## config.mk

```make
export PLATFORM = sky130hd
export DESIGN_NAME = dprw_top
export DESIGN_NICKNAME = d
export VERILOG_FILES = /design/src/verilog/dprw_pkg.sv /design/src/verilog/dprw_top.sv
export SDC_FILE = /design/constraint.sdc
export NUM_CORES = 1
export LEC_CHECK = 0
export BUFFER_PORTS_ARGS = -buffer_cell sky130_fd_sc_hd__buf_2
export CAP_MARGIN = 25
export CORE_MARGIN = 10
export CORE_UTILIZATION = 45
export CTS_CLUSTER_DIAMETER = 200
export DETAILED_ROUTE_END_ITERATION = 10
export PLACE_DENSITY = 0.79
export SKIP_LAST_GASP = 1
export SLEW_MARGIN = 25
export SYNTH_ARGS = -nofsm -noshare
export SYNTH_HDL_FRONTEND = slang
export SYNTH_SLANG_ARGS = --single-unit
```

## constraint.sdc

```tcl
create_clock -name mclk_in -period 1.6 [get_ports mclk_in]
set_clock_uncertainty 0.1 [all_clocks]
set_input_delay 0.32 -clock mclk_in [delete_from_list [all_inputs] [get_ports mclk_in]]
set_output_delay 0.32 -clock mclk_in [all_outputs]
set_load 0.02 [all_outputs]
```

## src/verilog/dprw_pkg.sv

```systemverilog
/*
 * package for the dac power-up/brown-out reset and wiper state block:
 * default values, widths and state encodings.
 * assumes a single 10 MHz clock domain.
 */
`default_nettype none
package dprw_pkg;
	localparam int WIPER_W = 7;
	localparam logic [6:0] SHIFT_DEFAULT = 7'h40;
	localparam logic [6:0] WIPER_DEFAULT = 7'h20;
	typedef enum logic [1:0] {
		DPRW_OFF,
		DPRW_LOAD,
		DPRW_STATIC,
		DPRW_ACTIVE
	} dprw_state_t;
endpackage
`default_nettype wire

```

## src/verilog/dprw_top.sv

```systemverilog
/*
 * power-up and brown-out reset sequencer with the volatile serial shift
 * register and output tap setting register of a small serial dac.
 * assumes an external bus slave supplies start/stop pulses, shifted bits and
 * wiper write strobes on mclk_in; power-good arrives asynchronously.
 */
// Functional notes
// - on power-good, shift register loads 40h and wiper register 20h
// - after the default load the block accepts serial transactions
// - wiper setting kept in a 7-bit volatile register
// - a stop condition puts the block in static operation
// - a start condition makes the serial interface active
// - below retention level register contents are not guaranteed
// - a write cut by brown-out may leave an undefined value
// - supply recovery repeats the full power-on sequence
// - output code follows the last value written to the wiper register
`timescale 1ns/10ps
`default_nettype none
module dprw_top #(
	parameter int WIPER_W = dprw_pkg::WIPER_W
) (
	input wire logic mclk_in,
	input wire logic resetn_in,
	input wire logic start_seen_in,
	input wire logic stop_seen_in,
	input wire logic shift_en_in,
	input wire logic shift_bit_in,
	input wire logic wiper_wr_in,
	input wire logic [WIPER_W-1:0] wiper_data_in,
	input wire logic sda_drive_low_in,
	output logic [WIPER_W-1:0] serial_shift_register_out,
	output logic [WIPER_W-1:0] output_tap_setting_out,
	output logic [WIPER_W-1:0] dac_code_out,
	output logic serial_enable_out,
	output logic interface_active_out,
	output logic sda_out,
	output logic sda_oe_out
);
	dprw_pkg::dprw_state_t state_q, state_d;
	logic [WIPER_W-1:0] shift_q, shift_d;
	logic [WIPER_W-1:0] wiper_q, wiper_d;
	logic serial_ok;
	logic load_now;
	logic [WIPER_W-2:0] shift_keep;

	// resetn_in is the active-low power-good; it clears everything without the clock
	assign load_now = (state_q == dprw_pkg::DPRW_OFF);
	assign serial_ok = (state_q == dprw_pkg::DPRW_STATIC) || (state_q == dprw_pkg::DPRW_ACTIVE);
	// oldest bit falls off the top as the new one enters at bit 0
	assign shift_keep = shift_q[WIPER_W-2:0];

	always_comb begin
		state_d = state_q;
		unique case (state_q)
			dprw_pkg::DPRW_OFF: state_d = dprw_pkg::DPRW_LOAD;
			dprw_pkg::DPRW_LOAD: state_d = dprw_pkg::DPRW_STATIC;
			dprw_pkg::DPRW_STATIC: begin
				if (start_seen_in) begin
					state_d = dprw_pkg::DPRW_ACTIVE;
				end
			end
			dprw_pkg::DPRW_ACTIVE: begin
				// stop wins if both arrive together: the bus ends idle
				if (stop_seen_in) begin
					state_d = dprw_pkg::DPRW_STATIC;
				end
			end
		endcase
	end

	// defaults are loaded in the first clock after power-good; bus inputs are
	// ignored until then, so an interrupted write can never half-land
	always_comb begin
		shift_d = shift_q;
		wiper_d = wiper_q;
		if (load_now) begin
			shift_d = WIPER_W'(dprw_pkg::SHIFT_DEFAULT);
			wiper_d = WIPER_W'(dprw_pkg::WIPER_DEFAULT);
		end else if (serial_ok) begin
			if (shift_en_in) begin
				shift_d = {shift_keep, shift_bit_in};
			end
			if (wiper_wr_in) begin
				wiper_d = wiper_data_in;
			end
		end
	end

	// registers hold only while powered; reset constant stands in for the lost contents
	always_ff @(posedge mclk_in or negedge resetn_in) begin
		if (!resetn_in) begin
			state_q <= dprw_pkg::DPRW_OFF;
			shift_q <= '0;
			wiper_q <= '0;
		end else begin
			state_q <= state_d;
			shift_q <= shift_d;
			wiper_q <= wiper_d;
		end
	end

	assign serial_shift_register_out = shift_q;
	assign output_tap_setting_out = wiper_q;
	assign dac_code_out = wiper_q;
	assign serial_enable_out = serial_ok;
	assign interface_active_out = (state_q == dprw_pkg::DPRW_ACTIVE);
	assign sda_out = 1'b0;
	assign sda_oe_out = serial_ok && sda_drive_low_in;
endmodule
`default_nettype wire

```

==> results_dict.tcl <==
set metrics [dict create \
    synthAdderAreaFrac_pct 0 \
    cts_tree "built" \
    syn_inst 73 \
    clockBufferDepth 2 \
    dr.first_iter.drc_count 17 \
    portBuffers 38 \
    routedWlPerCell_um 15.1 \
    worst-setup-path-type "reg -> out" \
    p_total_w 0.00101 \
    finalNonFillerCells 128 \
    final_layout_size_suffix_gt1_share_pct 50.5 \
    synth_top_family_by_area "multiplexers" \
    dp_cells 124 \
    maxCapViolCount 0 \
    synth_cell_type_count 19 \
    critical_path_arrival_ps 1080 \
    clk_latency_ps 270 \
    vdd_ir_drop_max_mv 0.511 \
    fmax_ghz 0.667 \
    num_antenna_cells 0 \
    grt_pass1_wl_um 3180 \
    hpwlAfterDp_um 1560 \
    synth_top_area_share_pct 46.4 \
    core_area_um2 1760 \
    fill_cells 177 \
    antenna_left 0 \
    drt-pass1-iter-count 4 \
    synth_compound_area_share_pct 14.2 \
    post-route-period-util_pct 93.7 \
    relSlewSlack_pct 65.5 \
    drc 0 \
    finalSetupTns_ps 0 \
    cts.clk_slew.worst_paths_ps 80 \
    grt_pass1_vias 658 \
    io_pins 40 \
    yosysWarnings 0 \
    rows 15 \
    p_int_w 0.000681 \
    power_density_nw_per_um2 984 \
    min_path_type "in -> reg" \
    required_ps 1180 \
    vias 645 \
    grt_max_degree 17 \
    nets 120 \
    p_sw_share_pct 32.5 \
    period_needed_ps 1500 \
    power_frac_comb_pct 30.7 \
    maxSlewViolCount 0 \
    area_delta_synth_final_pct 18.9 \
    track_usage_pct 9.30 \
    ys_seq_area_share_pct 46.4 \
    setup_viol 0 \
    yosys.area_share.simple_pct 7.98 \
    startpoint_type "flop" \
    hold_viol 0 \
    leakage_nw 0.551 \
    die_w_um 63.8 \
    die_y_um 63.8 \
    finalWeightedCongestion 0.765 \
    antenna_found_initial 0 \
    synth_xor_area_share_pct 0 \
    switching_power_w 0.000328 \
    synth_area_um2 862 \
    clock_sinks 16 \
    synth_area_leaders "dfrtp_1 46%, mux2_4 14%, a22o_1 8.1%" \
    synth_seq_cells 16 \
    htreeDepth 1 \
    synth_area_per_cell_um2 11.8 \
    worst_pin_slew_ps 517 \
    initial_core_util_pct 48.9 \
    via_per_inst 5.04 \
    rsz0062_at_grt "no" \
    root_buffer "clkbuf_4" \
    synth_fp_nets 88 \
    outcome "completed" \
    cp_max_fo 11 \
    clkPwrFrac_pct 19.5 \
    overflow 0 \
    power_frac_seq_pct 49.8 \
    cts_buffers 3 \
    drt-total-wl_um 1940 \
    cp-end-kind "output pin" \
    synth_mux_area_share_pct 16.3 \
    yosys.area.top_type "dfrtp_1" \
    die-area_um2 4070 \
]
## Yosys cell counts (all sizes together)
cell      n
nand3     4
mux2      8
a2bb2oi   2
nand2b    2
conb      1
nor2b     1
inv       5
o31ai     4
nor2      1
a22o      8
a21oi     1
buf      13
and2      3
mux2i     2
clkbuf    1
dfrtp    16
nor3b     1
## critical path, cell delays in order, from the launching register on
cell and delay (ps):
dfrtp_2 470, and2_1 180, buf_2 150
## power groups by stage
| stage | Sequential (W) | Clock [W] | Combinational (W) |
|---|---|---|---|
| 6_report | 0.000503 | 0.000197 | 0.000310 |
| 5_1_grt | 0.000514 | 0.000225 | 0.000334 |
| 4_1_cts | 0.000504 | 0.000203 | 0.000316 |
| 3_5_place_dp | 0.000511 | 0 | 0.000313 |
| 3_3_place_gp | 0.000508 | 0 | 0.000310 |
| 2_1_floorplan | 0.000563 | 0 | 0.000171 |
## through the flow
stage | setup slack (ps) | cell area, µm² | hold slack (ps) | util, %
after floorplan | 258 | 862 | -75.6 | -
after global placement | 321 | 991 | 149 | 56.2
after detailed placement | 276 | 991 | 146 | 56.2
after CTS | 57.4 | 1020 | 173 | 58.0
after global routing | 43.1 | 1020 | 196 | 58.1
final | 101 | 1020 | 174 | 58.1
## kinds of logic after synthesis
family / Yosys count
other: 1
multiplexers: 10
AO/OA/AOI/OAI: 15
flip-flops: 16
AND/OR/NAND/NOR: 12
buffers and inverters: 19
## per-layer routing
metal  up-vias  track usage, %  share of wire, %
met5         -               0                 0
met4         0            1.64                 0
met3         0            5.40                12
met2        31            13.2                45
met1       308            12.0                43
li1        306               -                 -
## placed cells by master, fill, tap and decap left out
| cell type | netlist | layout |
|---|---|---|
| nand2b_1 | 2 | 2 |
| dlygate4sd3_1 | 0 | 1 |
| clkbuf_4 | 0 | 3 |
| buf_4 | 8 | 2 |
| nor3b_1 | 1 | 1 |
| a2bb2oi_1 | 2 | 2 |
| and2_1 | 3 | 3 |
| mux2i_1 | 2 | 2 |
| dfrtp_1 | 16 | 15 |
| mux2_4 | 8 | 8 |
| conb_1 | 1 | 1 |
| dfrtp_2 | 0 | 1 |
| nand3_1 | 4 | 4 |
| nor2b_1 | 1 | 1 |
| inv_1 | 5 | 5 |
| a21oi_1 | 1 | 1 |
| o31ai_1 | 4 | 4 |
| buf_2 | 2 | 38 |
| nor2_1 | 1 | 1 |
| a22o_1 | 8 | 8 |
## state kept, by name, indices dropped and copies added (netlist names)
signal                     count
state_q                        2
serial_shift_register_out      7
dac_code_out                   7
## layout make-up
cell class / instances / area, µm² / area share, %
inverters: 5 / 18.8 / 1.83
multi-input cells: 38 / 335 / 32.7
clock buffers: 3 / 22.5 / 2.20
flip-flops and latches: 16 / 402 / 39.2
well taps: 25 / 31.3 / 3.05
repair buffers: 41 / 215 / 21.0
## what timing repair did
action | in CTS | in global routing
buffers inserted | 0 | 0
hold endpoints to repair | 16 | 0
endpoints found under the setup margin | 0 | 2
resized for setup | 0 | 1
hold buffers | 1 | 0
## final timing paths
check / slack, ps / to / from / cells after the start
max in group asynchronous: 740 / state_q[1]$_DFFE_PN0P_ / resetn_in / 2
min in group asynchronous: 380 / dac_code_out[4]$_DFFE_PN0P_ / resetn_in / 2
worst min register to register: 440 / dac_code_out[0]$_DFFE_PN0P_ / dac_code_out[0]$_DFFE_PN0P_ / 1
worst max register to register: 290 / dac_code_out[1]$_DFFE_PN0P_ / state_q[1]$_DFFE_PN0P_ / 2
worst min-delay path: 170 / serial_shift_register_out[0]$_DFFE_PN0P_ / shift_bit_in / 3
worst max-delay path: 100 / interface_active_out / state_q[1]$_DFFE_PN0P_ / 2
No activity file was read; power rests on OpenSTA's default activity.
